$ cat src/hw/spo_pkg.sv
package spo_pkg;

    // ----------------------------------------------------------------
    // Clock and widths
    // ----------------------------------------------------------------
    localparam int unsigned CLK_PERIOD_NS = 4;
    localparam int unsigned CLK_HZ = 1_000_000_000 / CLK_PERIOD_NS;
    localparam int unsigned FEED_W = 24;
    localparam int unsigned SPEED_W = 13;
    localparam int unsigned RAMP_W = 16;
    localparam int unsigned MULT_W = 10;
    localparam int unsigned ACC_W = 40;

    // ----------------------------------------------------------------
    // Command groups (top two bits of a command byte)
    // ----------------------------------------------------------------
    localparam logic [1:0] GRP_START = 2'h0;
    localparam logic [1:0] GRP_CTRL = 2'h1;
    localparam logic [1:0] GRP_SELECT = 2'h2;
    localparam logic [1:0] GRP_OUTPUT = 2'h3;

    // Register selection codes
    localparam logic [7:0] SEL_FEED = 8'h80;
    localparam logic [7:0] SEL_START_SPEED = 8'h81;
    localparam logic [7:0] SEL_RUN_SPEED = 8'h82;
    localparam logic [7:0] SEL_RAMP = 8'h83;
    localparam logic [7:0] SEL_MULT = 8'h84;
    localparam logic [7:0] SEL_ENV = 8'h87;

    // Stop commands
    localparam logic [7:0] CMD_IMM_STOP = 8'h08;
    localparam logic [7:0] CMD_DECEL_STOP = 8'h1d;

    // Start mode command fields
    localparam int unsigned START_FH_BIT = 0;
    localparam int unsigned START_RAMP_BIT = 2;
    localparam int unsigned START_STOPCMD_BIT = 3;
    localparam int unsigned START_SEQ_BIT = 4;
    localparam int unsigned START_INT_BIT = 5;

    // Control mode command fields
    localparam int unsigned CTRL_ORIGIN_BIT = 0;
    localparam int unsigned CTRL_SLOW_BIT = 1;
    localparam int unsigned CTRL_LIMIT_BIT = 2;
    localparam int unsigned CTRL_DIR_BIT = 3;

    // Output mode command fields
    localparam int unsigned OUT_MASK_BIT = 1;
    localparam int unsigned OUT_INHIBIT_BIT = 2;

    // Environment setting fields
    localparam int unsigned ENV_AUTO_RAMP_BIT = 3;
    localparam int unsigned ENV_HALT_BIT = 8;

    // Register write buffer byte lanes
    localparam logic [1:0] LANE_LOWER = 2'h0;
    localparam logic [1:0] LANE_MIDDLE = 2'h1;
    localparam logic [1:0] LANE_UPPER = 2'h2;

    // ----------------------------------------------------------------
    // Reset values
    // ----------------------------------------------------------------
    localparam logic [7:0] CTRL_RST = 8'h40;
    localparam logic [7:0] OUT_RST = 8'he0;
    localparam logic [23:0] ENV_RST = 24'h000000;
    localparam logic [12:0] SPEED_RST = 13'h0001;
    localparam logic [15:0] RAMP_RST = 16'h0001;
    localparam logic [9:0] MULT_UNITY = 10'h258;

    typedef enum logic [1:0] {
        ST_IDLE = 2'b00,
        ST_RUN = 2'b01
    } spo_state_e;

endpackage : spo_pkg

$ cat src/hw/spo_pulse_core.sv
`timescale 1ns/1ps

module spo_pulse_core (
    input wire logic ref_clk_i,
    input wire logic rst_n_i,
    input wire logic cmd_wr_i,
    input wire logic [7:0] cmd_data_i,
    input wire logic reg_wr_i,
    input wire logic [1:0] reg_lane_i,
    input wire logic [7:0] reg_data_i,
    input wire logic origin_input_n_i,
    input wire logic slowdown_input_n_i,
    input wire logic end_limit_input_n_i,
    input wire logic stop_input_n_i,
    output logic step_o,
    output logic dir_minus_o,
    output logic busy_o,
    output logic stop_irq_o,
    output logic auto_ramp_down_o,
    output logic [23:0] feed_amount_count_o,
    output logic [23:0] current_position_counter_o,
    output logic [12:0] speed_o
);

    // ------------------------------------------------------------
    // Declarations
    // ------------------------------------------------------------
    spo_pkg::spo_state_e state;
    logic [7:0] ctrl_mode;
    logic [7:0] out_mode;
    logic [7:0] reg_select;
    logic [23:0] write_buf;
    logic [23:0] env_setting;
    logic [12:0] start_speed_setting;
    logic [12:0] run_speed_setting;
    logic [15:0] ramp_rate_setting;
    logic [9:0] speed_multiplier;
    logic [7:0] start_code;
    logic [23:0] accel_pulses;
    logic decel_req;
    logic decel_stop_req;
    logic irq_on_stop;
    logic tick;
    logic [12:0] load_speed;
    logic [12:0] target_speed;
    logic running;
    logic origin_mode;
    logic count_limit;
    logic timer_mode;
    logic start_cmd;
    logic start_blocked;
    logic reg_commit;
    logic [23:0] commit_value;
    logic stop_now;
    logic halt_count;

    // Start commands: sequence bit set, stop bit clear
    function automatic logic is_start(input logic [7:0] code);
        is_start = (code[7:6] == spo_pkg::GRP_START) && code[spo_pkg::START_SEQ_BIT]
            && !code[spo_pkg::START_STOPCMD_BIT];
    endfunction : is_start

    // ------------------------------------------------------------
    // Mode decode
    // ------------------------------------------------------------
    assign running = (state == spo_pkg::ST_RUN);
    assign origin_mode = ctrl_mode[spo_pkg::CTRL_ORIGIN_BIT];
    assign count_limit = ctrl_mode[spo_pkg::CTRL_LIMIT_BIT];
    assign timer_mode = out_mode[spo_pkg::OUT_MASK_BIT];
    assign halt_count = env_setting[spo_pkg::ENV_HALT_BIT];
    assign auto_ramp_down_o = env_setting[spo_pkg::ENV_AUTO_RAMP_BIT];
    assign start_cmd = cmd_wr_i && is_start(cmd_data_i) && !running;
    // Zero feed or origin already reached refuses motion
    assign start_blocked = (count_limit && feed_amount_count_o == 24'h000000)
        || (origin_mode && !timer_mode && !origin_input_n_i);
    assign busy_o = running;
    assign dir_minus_o = ctrl_mode[spo_pkg::CTRL_DIR_BIT];

    // ------------------------------------------------------------
    // Command buffer
    // ------------------------------------------------------------
    // Mode and selection latches
    always_ff @(posedge ref_clk_i or negedge rst_n_i) begin
        if (!rst_n_i) begin
            ctrl_mode <= spo_pkg::CTRL_RST;
            out_mode <= spo_pkg::OUT_RST;
            reg_select <= spo_pkg::SEL_FEED;
        end else if (cmd_wr_i) begin
            if (cmd_data_i[7:6] == spo_pkg::GRP_CTRL) begin
                ctrl_mode <= cmd_data_i;
            end else if (cmd_data_i[7:6] == spo_pkg::GRP_OUTPUT) begin
                out_mode <= cmd_data_i;
            end else if (cmd_data_i[7:6] == spo_pkg::GRP_SELECT) begin
                reg_select <= cmd_data_i;
            end
        end
    end

    // ------------------------------------------------------------
    // Register write buffer
    // ------------------------------------------------------------
    // Lower byte commits; a skipped upper byte keeps its last value
    assign reg_commit = reg_wr_i && (reg_lane_i == spo_pkg::LANE_LOWER);
    assign commit_value = {write_buf[23:8], reg_data_i};

    always_ff @(posedge ref_clk_i or negedge rst_n_i) begin
        if (!rst_n_i) begin
            write_buf <= '0;
        end else if (reg_wr_i) begin
            if (reg_lane_i == spo_pkg::LANE_UPPER) begin
                write_buf[23:16] <= reg_data_i;
            end else if (reg_lane_i == spo_pkg::LANE_MIDDLE) begin
                write_buf[15:8] <= reg_data_i;
            end else begin
                write_buf[7:0] <= reg_data_i;
            end
        end
    end

    // Setting registers loaded on commit
    always_ff @(posedge ref_clk_i or negedge rst_n_i) begin
        if (!rst_n_i) begin
            env_setting <= spo_pkg::ENV_RST;
            start_speed_setting <= spo_pkg::SPEED_RST;
            run_speed_setting <= spo_pkg::SPEED_RST;
            ramp_rate_setting <= spo_pkg::RAMP_RST;
            speed_multiplier <= spo_pkg::MULT_UNITY;
        end else if (reg_commit) begin
            if (reg_select == spo_pkg::SEL_ENV) begin
                env_setting <= commit_value;
            end else if (reg_select == spo_pkg::SEL_START_SPEED) begin
                start_speed_setting <= commit_value[12:0];
            end else if (reg_select == spo_pkg::SEL_RUN_SPEED) begin
                run_speed_setting <= commit_value[12:0];
            end else if (reg_select == spo_pkg::SEL_RAMP) begin
                ramp_rate_setting <= commit_value[15:0];
            end else if (reg_select == spo_pkg::SEL_MULT) begin
                speed_multiplier <= commit_value[9:0];
            end
        end
    end

    // Feed amount: loaded by host, counted down per pulse
    always_ff @(posedge ref_clk_i or negedge rst_n_i) begin
        if (!rst_n_i) begin
            feed_amount_count_o <= '0;
        end else if (running && tick && count_limit) begin
            feed_amount_count_o <= feed_amount_count_o - 24'h000001;
        end else if (reg_commit && reg_select == spo_pkg::SEL_FEED) begin
            feed_amount_count_o <= commit_value;
        end
    end

    // ------------------------------------------------------------
    // Run control
    // ------------------------------------------------------------
    // Stop sources by priority of mode
    always_comb begin
        stop_now = 1'b0;
        if (!stop_input_n_i || (cmd_wr_i && cmd_data_i == spo_pkg::CMD_IMM_STOP)) begin
            stop_now = 1'b1;
        end else if (count_limit && tick && feed_amount_count_o == 24'h000001) begin
            stop_now = 1'b1;
        end else if (decel_stop_req && speed_o == start_speed_setting) begin
            stop_now = 1'b1;
        end else if (!timer_mode && !end_limit_input_n_i) begin
            stop_now = 1'b1;
        end else if (!timer_mode && origin_mode && !origin_input_n_i) begin
            stop_now = 1'b1;
        end
    end

    // Idle / run sequencing
    always_ff @(posedge ref_clk_i or negedge rst_n_i) begin
        if (!rst_n_i) begin
            state <= spo_pkg::ST_IDLE;
            start_code <= '0;
        end else begin
            case (state)
                spo_pkg::ST_IDLE: begin
                    if (start_cmd) begin
                        start_code <= cmd_data_i;
                        if (!start_blocked) begin
                            state <= spo_pkg::ST_RUN;
                        end
                    end
                end
                spo_pkg::ST_RUN: begin
                    if (stop_now) begin
                        state <= spo_pkg::ST_IDLE;
                    end
                end
                default: begin
                    state <= spo_pkg::ST_IDLE;
                end
            endcase
        end
    end

    // Stop interrupt: set at stop or refused start, cleared by next start
    assign irq_on_stop = cmd_data_i[spo_pkg::START_INT_BIT];
    always_ff @(posedge ref_clk_i or negedge rst_n_i) begin
        if (!rst_n_i) begin
            stop_irq_o <= 1'b0;
        end else if (start_cmd && start_blocked && irq_on_stop) begin
            stop_irq_o <= 1'b1;
        end else if (running && stop_now && start_code[spo_pkg::START_INT_BIT]) begin
            stop_irq_o <= 1'b1;
        end else if (start_cmd) begin
            stop_irq_o <= 1'b0;
        end
    end

    // Deceleration requests and acceleration pulse count
    always_ff @(posedge ref_clk_i or negedge rst_n_i) begin
        if (!rst_n_i) begin
            decel_req <= 1'b0;
            decel_stop_req <= 1'b0;
            accel_pulses <= '0;
        end else if (!running) begin
            decel_req <= 1'b0;
            decel_stop_req <= 1'b0;
            accel_pulses <= '0;
        end else begin
            if (ctrl_mode[spo_pkg::CTRL_SLOW_BIT] && !slowdown_input_n_i) begin
                decel_req <= 1'b1;
            end
            if (cmd_wr_i && cmd_data_i == spo_pkg::CMD_DECEL_STOP) begin
                decel_req <= 1'b1;
                decel_stop_req <= 1'b1;
            end
            if (auto_ramp_down_o && count_limit && start_code[spo_pkg::START_RAMP_BIT]
                && feed_amount_count_o <= accel_pulses) begin
                decel_req <= 1'b1;
            end
            if (tick && !decel_req && speed_o != run_speed_setting) begin
                accel_pulses <= accel_pulses + 24'h000001;
            end
        end
    end

    // Speed selection from start code
    assign load_speed = start_code[spo_pkg::START_FH_BIT] && !start_code[spo_pkg::START_RAMP_BIT]
        ? run_speed_setting : start_speed_setting;
    assign target_speed = decel_req ? start_speed_setting
        : (start_code[spo_pkg::START_RAMP_BIT] ? run_speed_setting : load_speed);

    spo_pulse_gen u_gen (
        .ref_clk_i(ref_clk_i),
        .rst_n_i(rst_n_i),
        .run_i(running),
        .load_speed_i(load_speed),
        .target_speed_i(target_speed),
        .ramp_rate_i(ramp_rate_setting),
        .multiplier_i(speed_multiplier),
        .tick_o(tick),
        .speed_o(speed_o)
    );

    // ------------------------------------------------------------
    // Pulse output and position counter
    // ------------------------------------------------------------
    always_ff @(posedge ref_clk_i or negedge rst_n_i) begin
        if (!rst_n_i) begin
            step_o <= 1'b0;
        end else begin
            step_o <= tick && !out_mode[spo_pkg::OUT_INHIBIT_BIT] && !timer_mode;
        end
    end

    always_ff @(posedge ref_clk_i or negedge rst_n_i) begin
        if (!rst_n_i) begin
            current_position_counter_o <= '0;
        end else if (tick && !halt_count) begin
            if (dir_minus_o) begin
                current_position_counter_o <= current_position_counter_o - 24'h000001;
            end else begin
                current_position_counter_o <= current_position_counter_o + 24'h000001;
            end
        end
    end
endmodule : spo_pulse_core

$ cat src/hw/spo_pulse_gen.sv
`timescale 1ns/1ps

// Rate generator: speed ramps toward a target, ticks at speed times MULT_UNITY divided by multiplier
module spo_pulse_gen (
    input wire logic ref_clk_i,
    input wire logic rst_n_i,
    input wire logic run_i,
    input wire logic [12:0] load_speed_i,
    input wire logic [12:0] target_speed_i,
    input wire logic [15:0] ramp_rate_i,
    input wire logic [9:0] multiplier_i,
    output logic tick_o,
    output logic [12:0] speed_o
);

    logic [39:0] acc;
    logic [39:0] step_add;
    logic [39:0] limit;
    logic [39:0] acc_sum;
    logic [15:0] ramp_cnt;

    // ------------------------------------------------------------
    // Phase accumulator
    // ------------------------------------------------------------
    // Unity multiplier makes one speed unit equal one pulse per second
    assign step_add = 40'(speed_o) * 40'(spo_pkg::MULT_UNITY);
    assign limit = 40'(spo_pkg::CLK_HZ) * 40'(multiplier_i);
    assign acc_sum = acc + step_add;
    assign tick_o = run_i && (acc_sum >= limit);

    // Accumulator restarts at every run
    always_ff @(posedge ref_clk_i or negedge rst_n_i) begin
        if (!rst_n_i) begin
            acc <= '0;
        end else if (!run_i) begin
            acc <= '0;
        end else if (tick_o) begin
            acc <= acc_sum - limit;
        end else begin
            acc <= acc_sum;
        end
    end

    // ------------------------------------------------------------
    // Speed ramp, one step per ramp_rate clocks
    // ------------------------------------------------------------
    always_ff @(posedge ref_clk_i or negedge rst_n_i) begin
        if (!rst_n_i) begin
            speed_o <= spo_pkg::SPEED_RST;
            ramp_cnt <= '0;
        end else if (!run_i) begin
            speed_o <= load_speed_i;
            ramp_cnt <= '0;
        end else if (speed_o == target_speed_i) begin
            ramp_cnt <= '0;
        end else if (ramp_cnt + 16'h0001 >= ramp_rate_i) begin
            ramp_cnt <= '0;
            if (speed_o < target_speed_i) begin
                speed_o <= speed_o + 13'h0001;
            end else begin
                speed_o <= speed_o - 13'h0001;
            end
        end else begin
            ramp_cnt <= ramp_cnt + 16'h0001;
        end
    end

endmodule : spo_pulse_gen

$ cat config.mk
export PLATFORM = sky130hd
export DESIGN_NAME = spo_pulse_core
export DESIGN_NICKNAME = d
export VERILOG_FILES = /design/src/hw/spo_pkg.sv /design/src/hw/spo_pulse_core.sv /design/src/hw/spo_pulse_gen.sv
export SDC_FILE = /design/constraint.sdc
export NUM_CORES = 1
export LEC_CHECK = 0
export BUFFER_PORTS_ARGS = -buffer_cell sky130_fd_sc_hd__buf_4
export CORE_MARGIN = 2
export CORE_UTILIZATION = 50
export DETAILED_ROUTE_END_ITERATION = 16
export GPL_ROUTABILITY_DRIVEN = 0
export PLACE_DENSITY = 0.7
export SLEW_MARGIN = 20
export SYNTH_ARGS = -nofsm -noshare
export SYNTH_HDL_FRONTEND = slang
export SYNTH_SLANG_ARGS = --single-unit
$ cat constraint.sdc
create_clock -name ref_clk_i -period 9.2 [get_ports ref_clk_i]
set_input_delay 1.84 -clock ref_clk_i [delete_from_list [all_inputs] [get_ports ref_clk_i]]
set_output_delay 1.84 -clock ref_clk_i [all_outputs]
set_load 0.01 [all_outputs]
==> flow_summary.ini, run 1 <==
[outcome]
status = complete, no violations

[placement]
io_buffers = 91
dp_hpwl_um = 41070
dp_cells = 2936

[power_and_ir_drop]
peakVddDrop_uv = 205.4
power_switching_uw = 3084
switching_share = 0.4492
p_int_uw = 3783
leakagePower_uw = 0.01210
total_power_uw = 6867
p_comb_frac = 0.614
powerDensity_nw_per_um2 = 283.5
clockPowerShare = 0.181
seqPwrFrac = 0.205

[synth]
async_reset_ff_frac = 1.000
avgSynthCellArea_um2 = 9.490
ys_ff_latch = 230
yosys.area_share.simple = 0.1409
synth_edf_count = 0
synth_top_area_cell = dfrtp_1
ys_seq_area_frac = 0.2665
synth_most_common_cell = ha_1
yosys.area_share.adder = 0.2469
synthCells = 2280
synth_ff_type = dfrtp_1
synth_xor_area_frac = 0.06881
syn_area_um2 = 21640
synth_compound_area_frac = 0.1449
syn-num-nets = 2679
yosysTopAreaCellShare = 0.2556
synth_area_leaders = dfrtp_1, ha_1, fa_1, mux2_2, xnor2_1
synth_top_cells_by_count = ha_1, dfrtp_1, inv_1
muxShareOfSynthArea = 0.08344
yosysWarnings = 0
synth_top_family_by_area = adder cells
yosysUniqueCellTypes = 76

[global_route]
grtUsageTotal = 0.2395
grt_max_degree = 152
grt_pass1_wl_um = 87140
grt_pass1_vias = 17260
grt_overflow_total = 0
grt_antenna_before_repair = 0

[clock_tree]
cts_tree = done
cts_buffer_depth = 3
cts_buffers = 28
clockRootBuffer = clkbuf_16
cts.htree.levels = 1
clkTransAtPathRegs_ns = 0.06
clock_latency_ns = 0.59
cts_sinks = 230

[job]
max_cap_violations = 0

[finish]
fill_cells = 3737
antennaDiodeCount = 0
area_growth_pct = 11.94
final_cells = 2992
final_core_util = 0.5648
drive_gt1_frac = 0.1392
final_nets = 2784

[floorplan]
fp.dieW_um = 212.0
initial_core_util = 0.5045
rows = 76
die_h_um = 212.0
die-area_um2 = 44950
num_io_pins = 92
coreArea_um2 = 42890

[critical_path]
crit_required_ns = 9.67
crit_arrival_ns = 9.23
crit_path_start_kind = flop
path_max_fanout = 18
crit_path_max_incr_delay_ns = 0.55
crit_type = flop to flop
cp_common_cell = ha_1
cp-end-kind = flop
crit_slowest_cell = fa_1

[routing]
drc_errors = 0
routed_wl_um = 54170
vias_per_cell = 5.815
firstDrtPassIters = 5
wl_per_cell_um = 18.11
antenna_left = 0
num_vias = 17400
first_iter_violations = 1179

[sta]
fmax_mhz = 114.2
fin_crit_ns = 8.760
worst_pin_slew_ns = 1.105
tns_ns = 0
rsz0062_at_grt = false
finClkSkew_ns = 0.05089
max-slew-margin-rel = 0.2599
setup_viol = 0
finalHoldViolations = 0
fin_crit_sh = 0.9521
drv_slew = 0

[hold_path]
hold_path_class = flop to flop
[cells in the final DEF (no fill, tap or decap), types with 59 or more instances in the layout]
cell type	instances
mux2_2	100
dfrtp_1	220
a21oi_1	121
nand2_1	165
nand3_1	59
mux2i_1	63
inv_1	214
buf_4	122
xnor2_1	103
o21ai_0	82
ha_1	283
nor2_1	118
xor2_1	67
fa_1	90
[metal layers]
metal | part of all wire | track usage | up-vias | wire, um
li1 | - | - | 8332 | -
met1 | 0.44 | 0.3195 | 8473 | 24050
met2 | 0.48 | 0.4085 | 488 | 25860
met3 | 0.055 | 0.03309 | 104 | 2972
met4 | 0.024 | 0.06411 | 0 | 1294
met5 | 0 | 0 | - | 0
[state kept, by name (all words and copies together), names as in the netlist, 2 cells and up]
register and flops:
start_code 3, env_setting 2, speed_multiplier 10, start_speed_setting 13
u_gen.ramp_cnt 16, ramp_rate_setting 16, feed_amount_count_o 24, ctrl_mode 4
reg_select 8, run_speed_setting 13, u_gen.acc 37, out_mode 2
write_buf 16, accel_pulses 24, current_position_counter_o 24, u_gen.speed_o 13
[worst max-delay path: cells and delay by family (launching register included)]
family / cells / cell delay (ns)
AO/OA/AOI/OAI: 13 / 2.84
XOR/XNOR: 2 / 0.22
adder cells (fa/ha/maj): 7 / 2.80
buffers and inverters: 3 / 0.27
flip-flops: 1 / 0.45
multiplexers: 1 / 0.35
AND/OR/NAND/NOR: 7 / 1.72
[power groups by stage]
stage / clock network, uW / registers [uW] / logic, uW
after floorplan: 0 / 1390 / 3100
after global placement: 0 / 1410 / 4040
after detailed placement: 0 / 1410 / 4150
after CTS: 1270 / 1400 / 4190
final: 1240 / 1410 / 4220
after global routing: 1310 / 1430 / 4680
[metrics by stage]
| step | area, um^2 | hold slack, ns | setup slack, ns |
|---|---|---|---|
| floorplan | 21640 | 0.4051 | 0.9752 |
| global placement | 23110 | 0.4605 | 0.4875 |
| detailed placement | 23110 | 0.4636 | 0.1971 |
| CTS | 24160 | 0.4748 | 0.1048 |
| global route | 24220 | 0.5024 | 0.01226 |
| finish | 24220 | 0.4746 | 0.4403 |
[cells by family after synthesis]
| logic type | count (synthesis) |
|---|---|
| XOR/XNOR | 170 |
| buffers and inverters | 266 |
| AO/OA/AOI/OAI | 465 |
| adder cells (fa/ha/maj) | 373 |
| flip-flops | 230 |
| AND/OR/NAND/NOR | 609 |
| multiplexers | 167 |
[area by class of cell]
class | count | area (um^2) | share of cell area
flip-flops and latches | 230 | 5768 | 0.2381
multi-input cells | 1785 | 14880 | 0.6143
repair buffers | 126 | 991.0 | 0.04091
clock inverters | 17 | 281.5 | 0.01162
clock buffers | 35 | 767.0 | 0.03167
inverters | 214 | 803.3 | 0.03316
well taps | 585 | 732.0 | 0.03022
[path summary, 6_finish.rpt]
path                            slack, ns                                          to  depth (start not counted)                                       start
worst max-delay path                 0.44          feed_amount_count_o[2]$_DFFE_PN0P_                         33                u_gen.speed_o[5]$_DFFE_PN0P_
worst min-delay path                 0.47  current_position_counter_o[23]$_DFFE_PN0P_                          1  current_position_counter_o[23]$_DFFE_PN0P_
worst max register to register       0.44          feed_amount_count_o[2]$_DFFE_PN0P_                         33                u_gen.speed_o[5]$_DFFE_PN0P_
worst min register to register       0.47  current_position_counter_o[23]$_DFFE_PN0P_                          1  current_position_counter_o[23]$_DFFE_PN0P_
max in group asynchronous            6.65                        state[0]$_DFFE_PN0P_                          2                                     rst_n_i
min in group asynchronous            1.26                     u_gen.acc[31]$_DFF_PN0_                          1                                     rst_n_i
[timing repair]
action / CTS / global route
resized for setup: 0 / 5
hold buffers: 0 / 0
buffers inserted: 0 / 3
endpoints found under the setup margin: 0 / 66
(Power assumes the default switching activity.)
==> run 2, diff against run 1 <==
- CELL_PAD_IN_SITES_DETAIL_PLACEMENT: unset -> 1
- CELL_PAD_IN_SITES_GLOBAL_PLACEMENT: unset -> 1
- PLACE_DENSITY: 0.7 -> 0.85
- clock period: 9.2 -> 9.9 ns (I/O delays scaled with it)
==> flow_summary.ini, run 2 (synthesis gave the netlist of run 1 again) <==
[outcome]
status = complete, no violations

[clock_tree]
clkTransAtPathRegs_ns = 0.07
cts_buffers = 28
cts_buffer_depth = 3
cts_hold_buf = 0
cts_sinks = 230
cts_tree = done
cts.htree.levels = 1
clock_latency_ns = 0.61
clockRootBuffer = clkbuf_16

[finish]
antennaDiodeCount = 0
final_nets = 2779
drive_gt1_frac = 0.1374
area_growth_pct = 11.34
largest_reg_flops = 37
final_common_cell = ha_1
final_cell_mix = ha_1, dfrtp_1, inv_1
max_flop_register = u_gen.acc

[global_route]
grt_antenna_before_repair = 0
grtUsageTotal = 0.3040
grt_overflow_total = 0
grt_max_degree = 123
grt_pass1_wl_um = 108400
grt_pass1_vias = 20150

[critical_path]
cp-startpoint = u_gen.speed_o[8]$_DFFE_PN0P_
reg2reg_from = u_gen.speed_o[8]$_DFFE_PN0P_
crit_required_ns = 10.39
crit_arrival_ns = 9.90
cp_common_cell = ha_1
cp_num_buf_inv = 3
cp-end-kind = flop
crit_path_max_incr_delay_ns = 0.64
crit_type = flop to flop
crit_family = adder cells
path_max_fanout = 11
crit_slowest_cell = dfrtp_1
crit_path_start_kind = flop

[routing]
antenna_left = 0
routed_wl_um = 67540
drc_errors = 0
vias_per_cell = 6.072
num_vias = 18140
first_iter_violations = 1115
firstDrtPassIters = 5
wl_per_cell_um = 22.61

[power_and_ir_drop]
p_int_uw = 3476
power_switching_uw = 3118
leakagePower_uw = 0.01203
p_comb_frac = 0.628
seqPwrFrac = 0.204
switching_share = 0.4728
clockPowerShare = 0.168
total_power_uw = 6594
powerDensity_nw_per_um2 = 273.7
peakVddDrop_uv = 158.6

[job]
max_cap_violations = 0

[sta]
rsz0062_at_grt = false
setup_viol = 0
holdWs_ns = 0.4840
max-slew-margin-rel = 0.3063
worst_pin_slew_ns = 1.036
fin_crit_ns = 9.412
fin_crit_sh = 0.9507
tns_ns = 0
finClkSkew_ns = 0.05523
finalHoldViolations = 0
postLayoutSetupSlackWorst_ns = 0.4879
drv_slew = 0
fmax_mhz = 106.2

[floorplan]
initial_core_util = 0.5045
fp.dieW_um = 212.0
rows = 76
num_io_pins = 92
coreArea_um2 = 42890
die_h_um = 212.0
die-area_um2 = 44950

[hold_path]
hold_path_class = flop to flop
hp-start = out_mode[2]$_DFFE_PN0P_

[placement]
place_ws_ns = 0.4041
dp_hpwl_um = 49920
io_buffers = 91
-- run 2: changes by cell type in the layout (fill, tap and decap cells not counted), moves of 2 or more --
cell / previous run / this run
clkinv_4: 2 / 0
buf_4: 122 / 119
clkinv_2: 4 / 6
buf_12: 3 / 0
dfrtp_2: 1 / 4
clkbuf_8: 4 / 6
bufinv_16: 6 / 3
dfrtp_1: 220 / 217
-- run 2: power groups by stage --
stage	registers (uW)	clock network (uW)	logic [uW]
2_1_floorplan	1290	0	2880
5_1_grt	1350	1170	4580
4_1_cts	1330	1130	4110
6_report	1340	1110	4140
3_3_place_gp	1330	0	3770
3_5_place_dp	1340	0	4030
-- run 2: area by class of cell --
cell class / count / area (um^2)
inverter: 214 / 803.3
clock inverter: 14 / 181.4
clock buffer: 38 / 798.3
timing repair buffer: 121 / 935.9
sequential: 230 / 5772
fill: 4863 / 18800
multi-input combinational: 1785 / 14870
tap: 585 / 732.0
-- run 2: worst register-to-register path: cells and delay by family, from the launching register on --
| family | cells | cell delay [ns] |
|---|---|---|
| buf+inv | 3 | 0.36 |
| mux | 1 | 0.37 |
| xor+xnor | 2 | 0.27 |
| compound gates | 11 | 2.78 |
| simple gates | 10 | 2.05 |
| flops | 1 | 0.64 |
| fa+ha+maj | 7 | 2.83 |
-- run 2: final timing paths --
| kind | to | slack (ns) | cells after the start |
|---|---|---|---|
| setup / recovery | feed_amount_count_o[6]$_DFFE_PN0P_ | 0.49 | 34 |
| hold / removal | step_o$_DFF_PN0_ | 0.48 | 1 |
| setup reg to reg | feed_amount_count_o[6]$_DFFE_PN0P_ | 0.49 | 34 |
| hold reg to reg | step_o$_DFF_PN0_ | 0.48 | 1 |
| max in group asynchronous | run_speed_setting[9]$_DFFE_PN0P_ | 6.95 | 3 |
| min in group asynchronous | u_gen.acc[21]$_DFF_PN0_ | 1.27 | 1 |
-- run 2: stage by stage --
step | cells | utilization | instance area, um^2
5_1_grt | 2987 | 0.5617 | 24090
4_1_cts | 2983 | 0.5603 | 24030
6_report | 2987 | 0.5617 | 24090
2_1_floorplan | 2280 | - | 21640
3_5_place_dp | 2931 | 0.5375 | 23050
3_3_place_gp | 2931 | 0.5375 | 23050
-- run 2: per-layer routing --
layer	routed length, um	share of wire	global-route usage
met5	0	0	0
met3	2852	0.042	0.03442
met4	2460	0.036	0.1156
met1	27800	0.41	0.3728
met2	34420	0.51	0.5469
-- run 2: repair_timing --
item,in CTS,in global routing
resized for setup,0,4
setup buffers,0,2
endpoints found under the setup margin,0,21
==> run 3, diff against run 2 <==
- ABC_AREA: unset -> 1
- CORE_UTILIZATION: 50 -> 48
- GPL_TIMING_DRIVEN: unset -> 0
==> flow_summary.ini, run 3 <==
[outcome]
status = complete, no violations

[clock_tree]
cts_post_setup_buffers_inserted = 0
cts_sinks = 230
post_cts_resized = 0
clock_latency_ns = 0.59
cts.htree.levels = 1
cts_buffers = 27
clkTransAtPathRegs_ns = 0.07
cts_buffer_depth = 3
clockRootBuffer = clkbuf_16
cts_tree = done
cts_hold_buf = 0

[routing]
num_vias = 21080
vias_per_cell = 5.698
drc_errors = 0
wl_per_cell_um = 20.58
routed_wl_um = 76140
antenna_left = 0
first_iter_violations = 1027
firstDrtPassIters = 5

[power_and_ir_drop]
leakagePower_uw = 0.01315
total_power_uw = 7613
p_int_uw = 3620
peakVddDrop_uv = 192.7
power_switching_uw = 3993
switching_share = 0.5245
seqPwrFrac = 0.187
powerDensity_nw_per_um2 = 305.4
clockPowerShare = 0.137
p_comb_frac = 0.676

[synth]
synthCells = 2950
yosysUniqueCellTypes = 58
synth_area_leaders = dfrtp_1, ha_1, nand2_1, fa_1, inv_1
synth_most_common_cell = nand2_1
synth_top_area_cell = dfrtp_1
syn_area_um2 = 22510
synth_ff_type = dfrtp_1
syn-num-nets = 3349
synth_top_cells_by_count = nand2_1, inv_1, ha_1
yosysTopAreaCellShare = 0.2457
ys_seq_area_frac = 0.2562
synth_edf_count = 0
avgSynthCellArea_um2 = 7.631
ys_ff_latch = 230
yosysWarnings = 0
async_reset_ff_frac = 1.000

[sta]
rsz0062_at_grt = false
finalHoldViolations = 0
fin_crit_ns = 9.019
finClkSkew_ns = 0.02033
max-slew-margin-rel = 0.2704
drv_slew = 0
fin_crit_sh = 0.9110
tns_ns = 0
worst_pin_slew_ns = 1.094
fmax_mhz = 110.9
holdWs_ns = 0.4705
setup_viol = 0

[critical_path]
reg2reg_slack_ns = 0.88
cp-end-kind = flop
reg2reg_depth = 45
crit_arrival_ns = 9.48
crit_path_max_incr_delay_ns = 0.77
crit_type = flop to flop
crit_slowest_cell = dfrtp_1
crit_path_start_kind = flop
cp_common_cell = nand2_1
path_max_fanout = 10
worstReg2RegEnd = current_position_counter_o[12]$_DFFE_PN0P_
crit_required_ns = 10.36
reg2reg_from = u_gen.speed_o[6]$_DFFE_PN0P_

[job]
max_cap_violations = 0

[finish]
final_cell_mix = nand2_1, inv_1, ha_1
fill_cells = 5906
final_cells = 3699
final_core_util = 0.5365
multiInputGateArea_um2 = 14730
largest_reg_flops = 37
antennaDiodeCount = 0
max_flop_register = u_gen.acc
drive_gt1_frac = 0.06792
final_common_cell = nand2_1
ff_latch_area_um2 = 5768
final_nets = 3471
area_growth_pct = 10.73

[global_route]
grt_max_degree = 88
grt_pass1_vias = 23150
grt_overflow_total = 0
grt_pass1_wl_um = 122600
grt_antenna_before_repair = 1
grtUsageTotal = 0.3179

[placement]
dp_cells = 3650
io_buffers = 91
dp_hpwl_um = 61000

[hold_path]
hold_end = step_o$_DFF_PN0_
hold_path_class = flop to flop
min_path_cells = 1
hp-start = out_mode[2]$_DFFE_PN0P_

[floorplan]
fp.dieW_um = 220.6
initial_core_util = 0.4845
die_h_um = 220.6
rows = 79
coreArea_um2 = 46460
die-area_um2 = 48640
num_io_pins = 92
==> run 3: changes by cell type in the layout (fill, tap and decap cells not counted), sizes merged, moves of 23 or more <==
cell	delta
nand2b	-31
nor2b	-54
nor2	+67
o21ai	+157
inv	+240
nand3	+100
a21oi	+61
clkbuf	+30
nand2	+465
a21o	-42
a211oi	-23
mux2i	-62
mux2	-104
xor2	+45
==> run 3: power by group through the flow <==
stage / Combinational (uW) / Clock [uW] / Sequential (uW)
final: 5150 / 1040 / 1420
after global routing: 5740 / 1090 / 1440
after CTS: 5110 / 1060 / 1420
after detailed placement: 5040 / 0 / 1430
after global placement: 4750 / 0 / 1420
after floorplan: 3590 / 0 / 1350
==> run 3: stage by stage <==
stage / area [um^2] / setup slack (ns)
2_1_floorplan: 22510 / 2.831
3_3_place_gp: 23950 / 1.150
3_5_place_dp: 24020 / 0.9222
4_1_cts: 24930 / 0.8441
5_1_grt: 24930 / 0.02766
6_report: 24930 / 0.8814
==> run 3: area by class of cell <==
cell class | count | share of cell area
Multi-Input combinational cell | 2209 | 0.5910
Sequential cell | 230 | 0.2314
Inverter | 455 | 0.06862
Clock buffer | 37 | 0.03062
Tap cell | 607 | 0.03047
Timing Repair Buffer | 93 | 0.02992
Buffer | 56 | 0.01215
Clock inverter | 12 | 0.005823
==> run 3: how the worst max path moves through the flow <==
stage,start,endpoint,slack (ns)
2_1_floorplan,u_gen.speed_o[4]$_DFFE_PN0P_,feed_amount_count_o[8]$_DFFE_PN0P_,2.83
3_3_place_gp,u_gen.speed_o[6]$_DFFE_PN0P_,current_position_counter_o[12]$_DFFE_PN0P_,1.15
3_5_place_dp,u_gen.speed_o[6]$_DFFE_PN0P_,current_position_counter_o[6]$_DFFE_PN0P_,0.92
4_1_cts,u_gen.speed_o[6]$_DFFE_PN0P_,current_position_counter_o[12]$_DFFE_PN0P_,0.84
5_1_grt,u_gen.speed_o[6]$_DFFE_PN0P_,feed_amount_count_o[12]$_DFFE_PN0P_,0.03
6_report,u_gen.speed_o[6]$_DFFE_PN0P_,current_position_counter_o[12]$_DFFE_PN0P_,0.88
==> run 3: logic make-up after synthesis <==
kind of cell             synth area share
AND/OR/NAND/NOR                    0.2119
multiplexers                    0.0004447
AO/OA/AOI/OAI                      0.1292
flip-flops                         0.2562
buffers and inverters             0.08943
XOR/XNOR                          0.07548
adder cells (fa/ha/maj)            0.2373
==> run 3: per-layer routing <==
| metal | share of wire | global-route usage | vias to the layer above |
|---|---|---|---|
| met5 | 0 | 0 | - |
| met4 | 0.038 | 0.1116 | 0 |
| li1 | - | - | 9941 |
| met1 | 0.42 | 0.3888 | 10460 |
| met2 | 0.50 | 0.5701 | 491 |
| met3 | 0.047 | 0.04577 | 187 |
==> run 3: worst max-delay path, delay by kind of cell, from the launching register on <==
| kind | cells | cell delay [ns] |
|---|---|---|
| AO/OA/AOI/OAI | 7 | 1.69 |
| XOR/XNOR | 2 | 0.36 |
| adder cells (fa/ha/maj) | 7 | 2.70 |
| buffers and inverters | 6 | 0.53 |
| flip-flops | 1 | 0.77 |
| AND/OR/NAND/NOR | 23 | 2.82 |
